===== config.mk =====
export PLATFORM = sky130hd
export DESIGN_NAME = tppwm_core
export DESIGN_NICKNAME = d
export VERILOG_FILES = /design/src/inc/tppwm_pkg.sv /design/src/logic/tppwm_core.sv
export SDC_FILE = /design/constraint.sdc
export NUM_CORES = 1
export LEC_CHECK = 0
export BUFFER_PORTS_ARGS = -buffer_cell sky130_fd_sc_hd__buf_2
export CORE_MARGIN = 2
export CORE_UTILIZATION = 25
export DETAILED_ROUTE_END_ITERATION = 10
export GPL_TIMING_DRIVEN = 0
export SETUP_SLACK_MARGIN = 0.5
export SYNTH_ARGS = -nofsm -noshare
export SYNTH_HDL_FRONTEND = slang
export SYNTH_SLANG_ARGS = --single-unit
export TNS_END_PERCENT = 30

===== constraint.sdc =====
create_clock -name mclk -period 15.1 [get_ports mclk]
set_input_delay 3.775 -clock mclk [delete_from_list [all_inputs] [get_ports mclk]]
set_output_delay 3.775 -clock mclk [all_outputs]
set_load 0.02 [all_outputs]

===== src/inc/tppwm_pkg.sv =====
// ==========================================================
// constants of the three-phase pwm waveform core
package tppwm_pkg;
  // ========================================================
  // register offsets (word index on the plain register port)
  localparam logic [2:0] OFS_CONTROL_A  = 3'h0;
  localparam logic [2:0] OFS_CONTROL_B  = 3'h1;
  localparam logic [2:0] OFS_PERIOD     = 3'h2;
  localparam logic [2:0] OFS_COMPARE_U  = 3'h3;
  localparam logic [2:0] OFS_COMPARE_V  = 3'h4;
  localparam logic [2:0] OFS_COMPARE_W  = 3'h5;
  localparam logic [2:0] OFS_ARITH_CTRL = 3'h6;
  localparam logic [2:0] OFS_STATUS     = 3'h7;

  // ========================================================
  // field positions of pwm_control_a
  localparam int BIT_GEN_ENABLE   = 0; // waveform generation on
  localparam int BIT_SHAPE_SELECT = 1; // 0 sawtooth, 1 triangular
  localparam int BIT_LOWER_POL    = 4; // lower-phase polarity
  localparam int BIT_UPPER_POL    = 5; // upper-phase polarity
  localparam int BIT_DUTY_COMMON  = 6; // all phases from u compare
  // field positions of waveform_arith_control
  localparam int BIT_CALC_ENABLE  = 1; // arithmetic results accepted
  localparam int BIT_XFER_ENABLE  = 2; // results own compare regs
  localparam int BIT_XFER_INHIBIT = 4; // results kept off the pins
  // field positions of the status word
  localparam int BIT_STAT_DOWN    = 12; // carrier counting down
  localparam int BIT_STAT_ENABLED = 13; // generator running

  // ========================================================
  // reset values
  localparam logic [7:0]  RST_CONTROL_A  = 8'h00; // active low outputs
  localparam logic [2:0]  RST_CLOCK_SEL  = 3'h0;  // every mclk
  localparam logic [11:0] RST_PERIOD     = 12'h000;
  localparam logic [11:0] RST_COMPARE    = 12'h000;
  localparam logic [7:0]  RST_ARITH_CTRL = 8'h00;

  // ========================================================
  // carrier shapes
  typedef enum logic {
    SHAPE_SAWTOOTH,
    SHAPE_TRIANGLE
  } tppwm_shape_type;
endpackage


===== src/logic/tppwm_core.sv =====
// Summary of operation
// RULE1 - mode bit picks triangular or sawtooth carrier
// RULE2 - sawtooth period equals period value ticks
// RULE3 - triangular period equals twice period value
// RULE4 - period and compares double-buffered, load per period
// RULE5 - arithmetic results become the phase compare values
// RULE6 - calc plus transfer enabled blocks software compare writes
// RULE7 - transfer inhibited: buffers filled, pins kept idle
// RULE8 - compare read returns buffered arithmetic result
// RULE9 - software compare writes drive the pwm duty
// RULE10 - written value reads back until next result
// RULE11 - outputs active low after reset
// RULE12 - one shared carrier for all three phases
// RULE13 - outside port data and control set to one
// RULE14 - carrier is 12-bit up/down counter on tick
// RULE15 - phase output from compare versus carrier magnitude
// RULE16 - mode 0 edge sawtooth, 1 center triangular
// RULE17 - upper and lower polarity bits independent
// RULE18 - buffers load at zero or triangular valley
//
// The register offsets and strobed register access are this design's own decisions.
`timescale 1ns/1ns
`default_nettype none
module tppwm_core
  import tppwm_pkg::*;
#(
  parameter int CNT_W = 12                      // carrier width
) (
  input  wire logic             mclk,           // system clock 50 mhz
  input  wire logic             reset,          // sync reset, high
  input  wire logic [2:0]       reg_addr,       // register index
  input  wire logic [15:0]      reg_wdata,      // write data
  input  wire logic             reg_wr,         // write strobe
  input  wire logic             reg_rd,         // read strobe
  output logic      [15:0]      reg_rdata,      // read data, next cycle
  input  wire logic             arith_valid,    // result pulse
  input  wire logic [CNT_W-1:0] arith_u,        // result for u phase
  input  wire logic [CNT_W-1:0] arith_v,        // result for v phase
  input  wire logic [CNT_W-1:0] arith_w,        // result for w phase
  output logic                  pwm_u,          // upper u output
  output logic                  pwm_v,          // upper v output
  output logic                  pwm_w,          // upper w output
  output logic                  pwm_x,          // lower u output
  output logic                  pwm_y,          // lower v output
  output logic                  pwm_z           // lower w output
);

  // ========================================================
  // elaboration check
  // the carrier must hold a few steps and fit the 16-bit register
  // port; above 12 bits the status flags share bit positions with
  // the upper carrier bits, so status reads lose those carrier bits
  if (CNT_W < 4 || CNT_W > 16) begin : g_bad_width
    $error("carrier width must lie between 4 and 16");
  end

  // ========================================================
  // declarations
  logic [7:0]       pwm_control_a_ff;          // control a
  logic [2:0]       carrier_clock_select_ff;   // prescale exponent
  logic [7:0]       waveform_arith_control_ff; // arithmetic control
  logic [CNT_W-1:0] period_buf_ff;             // software period
  logic [CNT_W-1:0] period_act_ff;             // period in use
  logic [CNT_W-1:0] cmp_buf_ff [3];            // compare buffers
  logic [CNT_W-1:0] cmp_act_ff [3];            // compares in use
  logic [CNT_W-1:0] carrier_counter_ff;        // shared carrier
  logic [CNT_W-1:0] nxt_carrier_counter;       // next carrier
  logic             count_down_ff;             // triangle falling
  logic             nxt_count_down;            // next direction
  logic [6:0]       prescale_ff;               // tick divider
  logic             carrier_tick;              // one-cycle tick
  logic             period_start;              // start of period
  logic [2:0]       phase_on;                  // raw phase states
  logic             compare_lock;              // writes refused
  logic             pins_inhibit;              // results off pins
  logic             gen_enable;                // generator running
  tppwm_shape_type  carrier_shape_select;      // decoded shape
  logic [15:0]      nxt_rdata;                 // read mux
  logic [5:0]       nxt_pins;                  // next pin levels

  // ========================================================
  // decode helpers
  // software write strobe to one register
  function automatic logic wr_hit(input logic [2:0] ofs);
    return reg_wr && (reg_addr == ofs);
  endfunction

  // zero-extend a carrier-width value to the bus width
  function automatic logic [15:0] to_bus(input logic [CNT_W-1:0] v);
    logic [15:0] r;
    r = '0;
    r[CNT_W-1:0] = v;
    return r;
  endfunction

  assign gen_enable = pwm_control_a_ff[BIT_GEN_ENABLE];
  // mode bit selects the carrier shape
  assign carrier_shape_select = pwm_control_a_ff[BIT_SHAPE_SELECT] ?
                                SHAPE_TRIANGLE : SHAPE_SAWTOOTH; // RULE1 RULE16
  // arithmetic results own the compare registers
  assign compare_lock = waveform_arith_control_ff[BIT_CALC_ENABLE] &&
                        waveform_arith_control_ff[BIT_XFER_ENABLE]; // RULE6
  // results land in buffers but never reach the pins
  assign pins_inhibit = waveform_arith_control_ff[BIT_CALC_ENABLE] &&
                        waveform_arith_control_ff[BIT_XFER_INHIBIT]; // RULE7

  // ========================================================
  // control registers
  // control a, control b and arithmetic control
  // writes take effect on the edge that samples the strobe
  always_ff @(posedge mclk) begin
    if (reset) begin
      pwm_control_a_ff          <= RST_CONTROL_A; // RULE11
      carrier_clock_select_ff   <= RST_CLOCK_SEL;
      waveform_arith_control_ff <= RST_ARITH_CTRL;
    end else begin
      if (wr_hit(OFS_CONTROL_A)) begin
        pwm_control_a_ff <= reg_wdata[7:0];
      end
      if (wr_hit(OFS_CONTROL_B)) begin
        carrier_clock_select_ff <= reg_wdata[2:0];
      end
      if (wr_hit(OFS_ARITH_CTRL)) begin
        waveform_arith_control_ff <= reg_wdata[7:0];
      end
    end
  end

  // ========================================================
  // period buffer
  // software side of the double-buffered period
  // the period index reads back this buffer, never the value in use
  always_ff @(posedge mclk) begin
    if (reset) begin
      period_buf_ff <= RST_PERIOD;
    end else if (wr_hit(OFS_PERIOD)) begin
      period_buf_ff <= reg_wdata[CNT_W-1:0]; // RULE4
    end
  end

  // ========================================================
  // compare buffers, one per phase
  // a locked software write is dropped without any error flag, so
  // firmware must read back to learn whether its value was taken
  generate
    for (genvar p = 0; p < 3; p++) begin : g_phase
      logic [CNT_W-1:0] result; // arithmetic result for this phase
      assign result = (p == 0) ? arith_u : (p == 1) ? arith_v : arith_w;

      // a new result wins over a software write in the same cycle
      always_ff @(posedge mclk) begin
        if (reset) begin
          cmp_buf_ff[p] <= RST_COMPARE;
        end else if (arith_valid &&
                     waveform_arith_control_ff[BIT_CALC_ENABLE]) begin
          cmp_buf_ff[p] <= result; // RULE5 RULE7 RULE8 RULE10
        end else if (wr_hit(OFS_COMPARE_U + 3'(p)) && !compare_lock) begin
          cmp_buf_ff[p] <= reg_wdata[CNT_W-1:0]; // RULE9 RULE10
        end
      end

      // active compare follows the buffer at each period start
      always_ff @(posedge mclk) begin
        if (reset) begin
          cmp_act_ff[p] <= RST_COMPARE;
        end else if (!gen_enable || period_start) begin
          cmp_act_ff[p] <= cmp_buf_ff[p]; // RULE4 RULE18
        end
      end

      // magnitude comparison against the shared carrier
      assign phase_on[p] = pwm_control_a_ff[BIT_DUTY_COMMON] ?
                           (carrier_counter_ff < cmp_act_ff[0]) :
                           (carrier_counter_ff < cmp_act_ff[p]); // RULE12 RULE15
    end
  endgenerate

  // ========================================================
  // carrier clock prescaler
  // tick once every 2**select mclk cycles
  // the divider restarts while the generator is off, so the first
  // carrier step after enable comes at a fixed offset from the enable
  always_ff @(posedge mclk) begin
    if (reset || !gen_enable) begin
      prescale_ff <= '0;
    end else begin
      prescale_ff <= prescale_ff + 7'h01;
    end
  end

  // tick when all low select bits of the divider are ones
  always_comb begin
    logic [6:0] mask;
    mask = 7'((8'h01 << carrier_clock_select_ff) - 8'h01);
    carrier_tick = gen_enable && ((prescale_ff & mask) == mask);
  end

  // ========================================================
  // carrier counter
  // up/down counting of the shared 12-bit carrier
  // a period of zero parks the carrier at zero and reloads the buffers
  // on every tick; the phases then sit fully on or fully off
  // changing the shape while running keeps the count and direction,
  // so the shape bit should only change while the generator is off
  always_comb begin
    nxt_carrier_counter = carrier_counter_ff;
    nxt_count_down      = count_down_ff;
    period_start        = 1'b0;
    case (carrier_shape_select)
      SHAPE_SAWTOOTH: begin
        // 0 .. period-1, then back to zero
        nxt_count_down = 1'b0;
        if (carrier_counter_ff + 1'b1 >= period_act_ff) begin
          nxt_carrier_counter = '0; // RULE2
          period_start        = 1'b1; // RULE18
        end else begin
          nxt_carrier_counter = carrier_counter_ff + 1'b1; // RULE14
        end
      end
      SHAPE_TRIANGLE: begin
        // 0 up to period, then down to the valley at zero
        if (period_act_ff == '0) begin
          nxt_carrier_counter = '0;
          nxt_count_down      = 1'b0;
          period_start        = 1'b1;
        end else if (!count_down_ff) begin
          nxt_carrier_counter = carrier_counter_ff + 1'b1; // RULE14
          if (carrier_counter_ff + 1'b1 >= period_act_ff) begin
            nxt_count_down = 1'b1; // RULE3
          end
        end else begin
          nxt_carrier_counter = carrier_counter_ff - 1'b1; // RULE14
          if (carrier_counter_ff == 1) begin
            nxt_count_down = 1'b0;
            period_start   = 1'b1; // RULE3 RULE18
          end
        end
      end
      default: begin
        nxt_carrier_counter = '0;
        nxt_count_down      = 1'b0;
      end
    endcase
    // only a carrier tick advances anything
    if (!carrier_tick) begin
      nxt_carrier_counter = carrier_counter_ff;
      nxt_count_down      = count_down_ff;
      period_start        = 1'b0;
    end
  end

  // carrier state, held at zero while the generator is off
  always_ff @(posedge mclk) begin
    if (reset || !gen_enable) begin
      carrier_counter_ff <= '0;
      count_down_ff      <= 1'b0;
    end else begin
      carrier_counter_ff <= nxt_carrier_counter;
      count_down_ff      <= nxt_count_down;
    end
  end

  // ========================================================
  // active period
  // new period takes effect only at the start of a period
  // while the generator is off the active copies follow the buffers,
  // so the first period after enable already uses the latest values
  always_ff @(posedge mclk) begin
    if (reset) begin
      period_act_ff <= RST_PERIOD;
    end else if (!gen_enable || period_start) begin
      period_act_ff <= period_buf_ff; // RULE4 RULE18
    end
  end

  // ========================================================
  // output pins
  // upper pins carry the phase, lower pins its complement
  // there is no dead time here: the lower pin switches in the same
  // cycle as the upper one, so any shoot-through guard sits outside
  // polarity bits should only change while the generator is off
  always_comb begin
    logic up_pol;
    logic lo_pol;
    up_pol = pwm_control_a_ff[BIT_UPPER_POL];
    lo_pol = pwm_control_a_ff[BIT_LOWER_POL];
    for (int p = 0; p < 3; p++) begin
      if (!gen_enable || pins_inhibit) begin
        // idle: every transistor off
        nxt_pins[p]   = ~up_pol; // RULE7 RULE11
        nxt_pins[p+3] = ~lo_pol;
      end else begin
        nxt_pins[p]   = phase_on[p] ? up_pol : ~up_pol; // RULE17
        nxt_pins[p+3] = phase_on[p] ? ~lo_pol : lo_pol; // RULE17
      end
    end
  end

  // registered pin drivers, inactive high after reset
  always_ff @(posedge mclk) begin
    if (reset) begin
      {pwm_z, pwm_y, pwm_x, pwm_w, pwm_v, pwm_u} <= 6'h3F; // RULE11
    end else begin
      {pwm_z, pwm_y, pwm_x, pwm_w, pwm_v, pwm_u} <= nxt_pins;
    end
  end

  // ========================================================
  // register read port
  // read mux, answer registered for the next cycle
  // compare indexes return the buffers, not the values in use, so a
  // read right after a write shows the new value before it acts
  always_comb begin
    nxt_rdata = 16'h0000;
    case (reg_addr)
      OFS_CONTROL_A:  nxt_rdata = {8'h00, pwm_control_a_ff};
      OFS_CONTROL_B:  nxt_rdata = {13'h0000, carrier_clock_select_ff};
      OFS_PERIOD:     nxt_rdata = to_bus(period_buf_ff);
      OFS_COMPARE_U:  nxt_rdata = to_bus(cmp_buf_ff[0]); // RULE8 RULE10
      OFS_COMPARE_V:  nxt_rdata = to_bus(cmp_buf_ff[1]); // RULE8 RULE10
      OFS_COMPARE_W:  nxt_rdata = to_bus(cmp_buf_ff[2]); // RULE8 RULE10
      OFS_ARITH_CTRL: nxt_rdata = {8'h00, waveform_arith_control_ff};
      OFS_STATUS: begin
        // live carrier, direction and run state
        nxt_rdata                   = to_bus(carrier_counter_ff);
        nxt_rdata[BIT_STAT_DOWN]    = count_down_ff;
        nxt_rdata[BIT_STAT_ENABLED] = gen_enable;
      end
      default:        nxt_rdata = 16'h0000;
    endcase
  end

  // read data stands only in the cycle after the strobe
  always_ff @(posedge mclk) begin
    if (reset) begin
      reg_rdata <= 16'h0000;
    end else if (reg_rd) begin
      reg_rdata <= nxt_rdata;
    end else begin
      reg_rdata <= 16'h0000;
    end
  end

endmodule
`default_nettype wire


== Yosys cells after proc, flatten, opt, wreduce, memory -nomap -nowiden ==
Memories as Yosys holds them, arrays and structs flattened.
Index checks and enable logic that the tools add are counted.
W data, S select, Z words.
Word-level totals
  bits in registers: 85
  bits in writable memories: 72
  word-level logic and storage cells: 130
  memories kept: 2
Memories
  cmp_act_ff: words 3, width 12, read ports 3, clocked after memory_dff 0, wr ports 3, RTL line tppwm_core.sv:65  | logic [CNT_W-1:0] cmp_act_ff [3];
  cmp_buf_ff: words 3, width 12, read ports 3, clocked after memory_dff 0, wr ports 3, RTL line tppwm_core.sv:64  | logic [CNT_W-1:0] cmp_buf_ff [3];
Operators by class
  $add $sub $neg: 4
  $lt $le $gt $ge: 4
  eq/ne operators: 9
  shift operators: 1
  mux-type cells: 59
  bitwise logic cells: 14
  reduce and logical (&&, ||, !) cells: 22
Operators with widths (number)
  $mux W12: 12
  $pmux W16 S8: 1
  $mux W1: 43
  $lt A12 B12 Y1: 3
  $pmux W12 S2: 1
  $logic_and A1 B1 Y1: 14
  $add A12 B1 Y12 const B: 1
  $eq A12 B1 Y1 const B: 1
  $eq A3 B3 Y1 const B: 4
  $ge A12 B12 Y1: 1
  $logic_not A12 Y1: 1
  $sub A12 B1 Y12 const B: 1
  $or A1 B1 Y1: 9
  $add A7 B1 Y7 const B: 1
  $and A7 B7 Y7: 1
  $eq A7 B7 Y1: 1
  $shl A1 B3 Y7 const A: 1
  $sub A7 B1 Y7 const B: 1
  $eq A3 B2 Y1 const B: 2
  $not A1 Y1: 4
  $pmux W1 S2: 2
  $eq A3 B1 Y1 const B: 1
  $logic_not A3 Y1: 1
  $logic_or A1 B1 Y1: 3
  2 further kinds: 3

== Logic depth before layout (Yosys ltp) ==
  word-level depth: 11
  gate-level depth with buffers: 14

== Worst setup path after synthesis ==
No wires, ideal clock.
  path kind: input-to-reg
  start point: input port reset
  end point: memory cmp_act_ff[0][0] (enable)
  library setup time: 706 ps
  data arrival time: 5289 ps
  path slack: 9105 ps
  stages on the path: 3
  buffers on the path: 1
  cells stage by stage: nor2b_1 -> clkbuf_1 -> o21ai_0
RTL lines
  start: declaration: RTL line tppwm_core.sv:30  | input wire logic reset,
  end: declaration: RTL line tppwm_core.sv:65

==> flow_summary.json <==
{
  "status": "completed",
  "post-route-period-util_pct": 40.49,
  "synth_area_per_cell_um2": 9.564,
  "synth_seq_cells": 155,
  "synthTopCellsByArea": "edfxtp_1 25%, dfxtp_1 20%, ha_1 7.2%, nand2_1 4.1%, a21oi_1 4.1%",
  "initial_core_util_pct": 25.33,
  "tns_ns": 0,
  "multi_input_area_um2": 4238,
  "synth_edf_count": 72,
  "drcViolationCount": 0,
  "ff_latch_area_um2": 3824,
  "drtPass1Iterations": 5,
  "slowest_stage": "buf_1",
  "worst_hold_path_type": "register to register",
  "crit_arrival_ns": 6.19,
  "detail-route-antenna-nets": 0,
  "wire_per_inst_um": 19.81,
  "cts.path.max_buffers": 2,
  "stdcell_count": 1446,
  "placedCellCount": 1413,
  "crit_family": "simple AND/OR/NAND/NOR gates",
  "fp.dieW_um": 188.3,
  "rows": 67,
  "critPathRequiredTime_ns": 15.18,
  "postCtsSetupBuffers": 0,
  "crit_path_start_kind": "input port",
  "clockRootBuffer": "clkbuf_16",
  "cts_buffers": 17,
  "die_y_um": 188.3,
  "path_clk_slew_ns": 0.07,
  "viasPerCell": 4.968,
  "gp_congestion": 0.9668,
  "place_hpwl_um": 22350,
  "yosys_warnings": 0,
  "synth_most_common_cell": "nand2_1",
  "synthArstFlopShare_pct": 0,
  "fillers": 3519,
  "cp_max_fo": 12,
  "tightest_slew_ns": 0.8141,
  "ir_worst_vdd_uv": 73.86,
  "ys_seq_area_share_pct": 45.02,
  "grt_pass1_wl_um": 42960,
  "endpoint_kind": "register",
  "grt_overflow_total": 0,
  "cts_hold_buf": 0,
  "slowest_delay_ns": 0.53,
  "synth.distinct_cells": 56,
  "clk_latency_ns": 0.45,
  "slew_viol_final": 0,
  "slew_headroom_pct": 44.32,
  "via_count": 7184,
  "rsz0062_at_grt": "false",
  "fin_area_um2": 10070,
  "postCtsResizedCells": 0,
  "holdCritStartpoint": "pwm_control_a_ff[7]",
  "grt_pass1_vias": 7014,
  "synth_top_area_share_pct": 25.46,
  "io_buffers": 75,
  "p_leak_uw": 0.003871,
  "coreArea_um2": 33530,
  "powerDensity_nw_per_um2": 97.70,
  "synth_common_cells": "93 x nand2_1, 83 x dfxtp_1, 72 x edfxtp_1, 69 x a21oi_1, 53 x nor2_1",
  "ios": 82,
  "area_delta_synth_final_pct": 18.55,
  "min_period_ns": 6.114,
  "clock.fmax_mhz": 163.6,
  "cts_tree": "built",
  "antenna_found_initial": 0,
  "routed_wl_um": 28640,
  "synth-main-ff-cell": "dfxtp_1",
  "netlist_area_um2": 8493,
  "layout.nets": 1093,
  "htreeDepth": 4,
  "drive_above_1_share_pct": 14.94,
  "crit_chain": "buf_2 > buf_1 > nand2_1 > nor3_1 > clkbuf_1 > nand2b_1",
  "placed_cell_area_um2": 9464,
  "reg2reg_from": "carrier_counter_ff[2]",
  "grt_max_degree": 32,
  "netlist_instances": 888,
  "dr.first_iter.drc_count": 756,
  "path_buf_inv": 3,
  "skew_ns": 0.02079,
  "critPathKind": "input port to register",
  "crit_start": "reg_addr[0]",
  "yosys.area.top_type": "edfxtp_1",
  "cts_sinks": 155,
  "cap_violations": 0,
  "grt_use_total_pct": 16.19,
  "die_area_um2": 35460,
  "setup_viol": 0,
  "finalHoldViolCount": 0
}
state kept, by name (all words and copies together) (netlist names):
signal and count:
carrier_counter_ff 12, prescale_ff 7, cmp_act_ff 36, cmp_buf_ff 36, pwm_w 1, pwm_y 1
pwm_z 1, waveform_arith_control_ff 8, pwm_x 1, pwm_control_a_ff 8, pwm_v 1, carrier_clock_select_ff 3
period_act_ff 12, pwm_u 1, period_buf_ff 12, count_down_ff 1, reg_rdata 14
worst reg2reg max path, stage by stage (launching register included):
cell	delay [ns]
dfxtp_1	0.49
clkbuf_1	0.57
nand4_1	0.20
or2_2	0.36
nor2_1	0.14
xor2_1	0.27
ha_1	0.30
and2_1	0.17
a221oi_1	0.26
o21ai_0	0.17
a21oi_1	0.49
clkbuf_1	0.49
o21ai_4	0.19
buf_12	0.23
path summary, 6_finish.rpt:
check | endpoint | slack (ns) | depth (start not counted)
hold reg to reg | pwm_control_a_ff[7] | 0.46 | 2
setup reg to reg | cmp_act_ff[1][8] | 10.49 | 13
hold / removal | pwm_control_a_ff[7] | 0.46 | 2
setup / recovery | cmp_buf_ff[0][1] | 8.99 | 6
through the flow:
step / hold WS [ns] / setup slack [ns] / power [uW] / util [%]
6_report: 0.4566 / 8.986 / 983.7 / 30.03
5_1_grt: 0.4787 / 8.784 / 1015 / 30.02
3_5_place_dp: 0.4486 / 8.501 / 549.9 / 28.22
4_1_cts: 0.4589 / 8.947 / 987.7 / 30.02
3_3_place_gp: 0.4438 / 7.595 / 549.1 / 28.13
2_1_floorplan: 0.4331 / 9.105 / 512.1 / -
power by group:
part	total (uW)	switching, uW	internal, uW	leakage, uW
Clock	442	192	249	0.000294
Combinational	78.2	50.1	28.1	0.00211
Sequential	464	11.0	453	0.00147
layer usage:
metal | GRT usage, % | up-vias | share of wire [%]
li1 | - | 3377 | -
met1 | 22.51 | 3454 | 47
met2 | 25.19 | 294 | 44
met3 | 3.073 | 59 | 5.8
met4 | 5.499 | 0 | 3.0
met5 | 0 | - | 0
cells by family after synthesis:
kind of cell,synth area share (%)
muxes,4.375
adders and majority gates,7.219
AOI/OAI and AO/OA,15.88
DFF,45.02
buffers and inverters,5.259
other,0.04415
xor gates and xnor gates,1.753
and+or+nand+nor,20.45
placed cells by master (no fill, tap or decap), drive strengths merged, types with 7 or more instances in the layout:
cell | synthesis | final
a211oi | 7 | 7
a21o | 12 | 12
a21oi | 69 | 69
a22o | 37 | 37
a31oi | 7 | 7
and3 | 7 | 7
buf | 13 | 89
clkbuf | 43 | 60
dfxtp | 83 | 83
edfxtp | 72 | 72
ha | 49 | 49
inv | 53 | 61
mux2i | 27 | 27
nand2 | 93 | 93
nand2b | 38 | 38
nand3 | 24 | 24
nand4 | 8 | 8
nor2 | 53 | 53
nor3 | 21 | 21
nor3b | 42 | 42
o211ai | 7 | 7
o21ai | 36 | 36
xnor2 | 10 | 10
xor2 | 7 | 7
final cells by class:
cell class,count,area share (%)
multi-input cells,625,42.09
flip-flops and latches,155,37.98
well taps,448,5.567
clock buffers,17,4.225
repair buffers,76,3.927
plain buffers,56,2.461
inverters,53,1.976
clock inverters,15,1.752
diodes,1,0.02485
(Power assumes the default switching activity.)
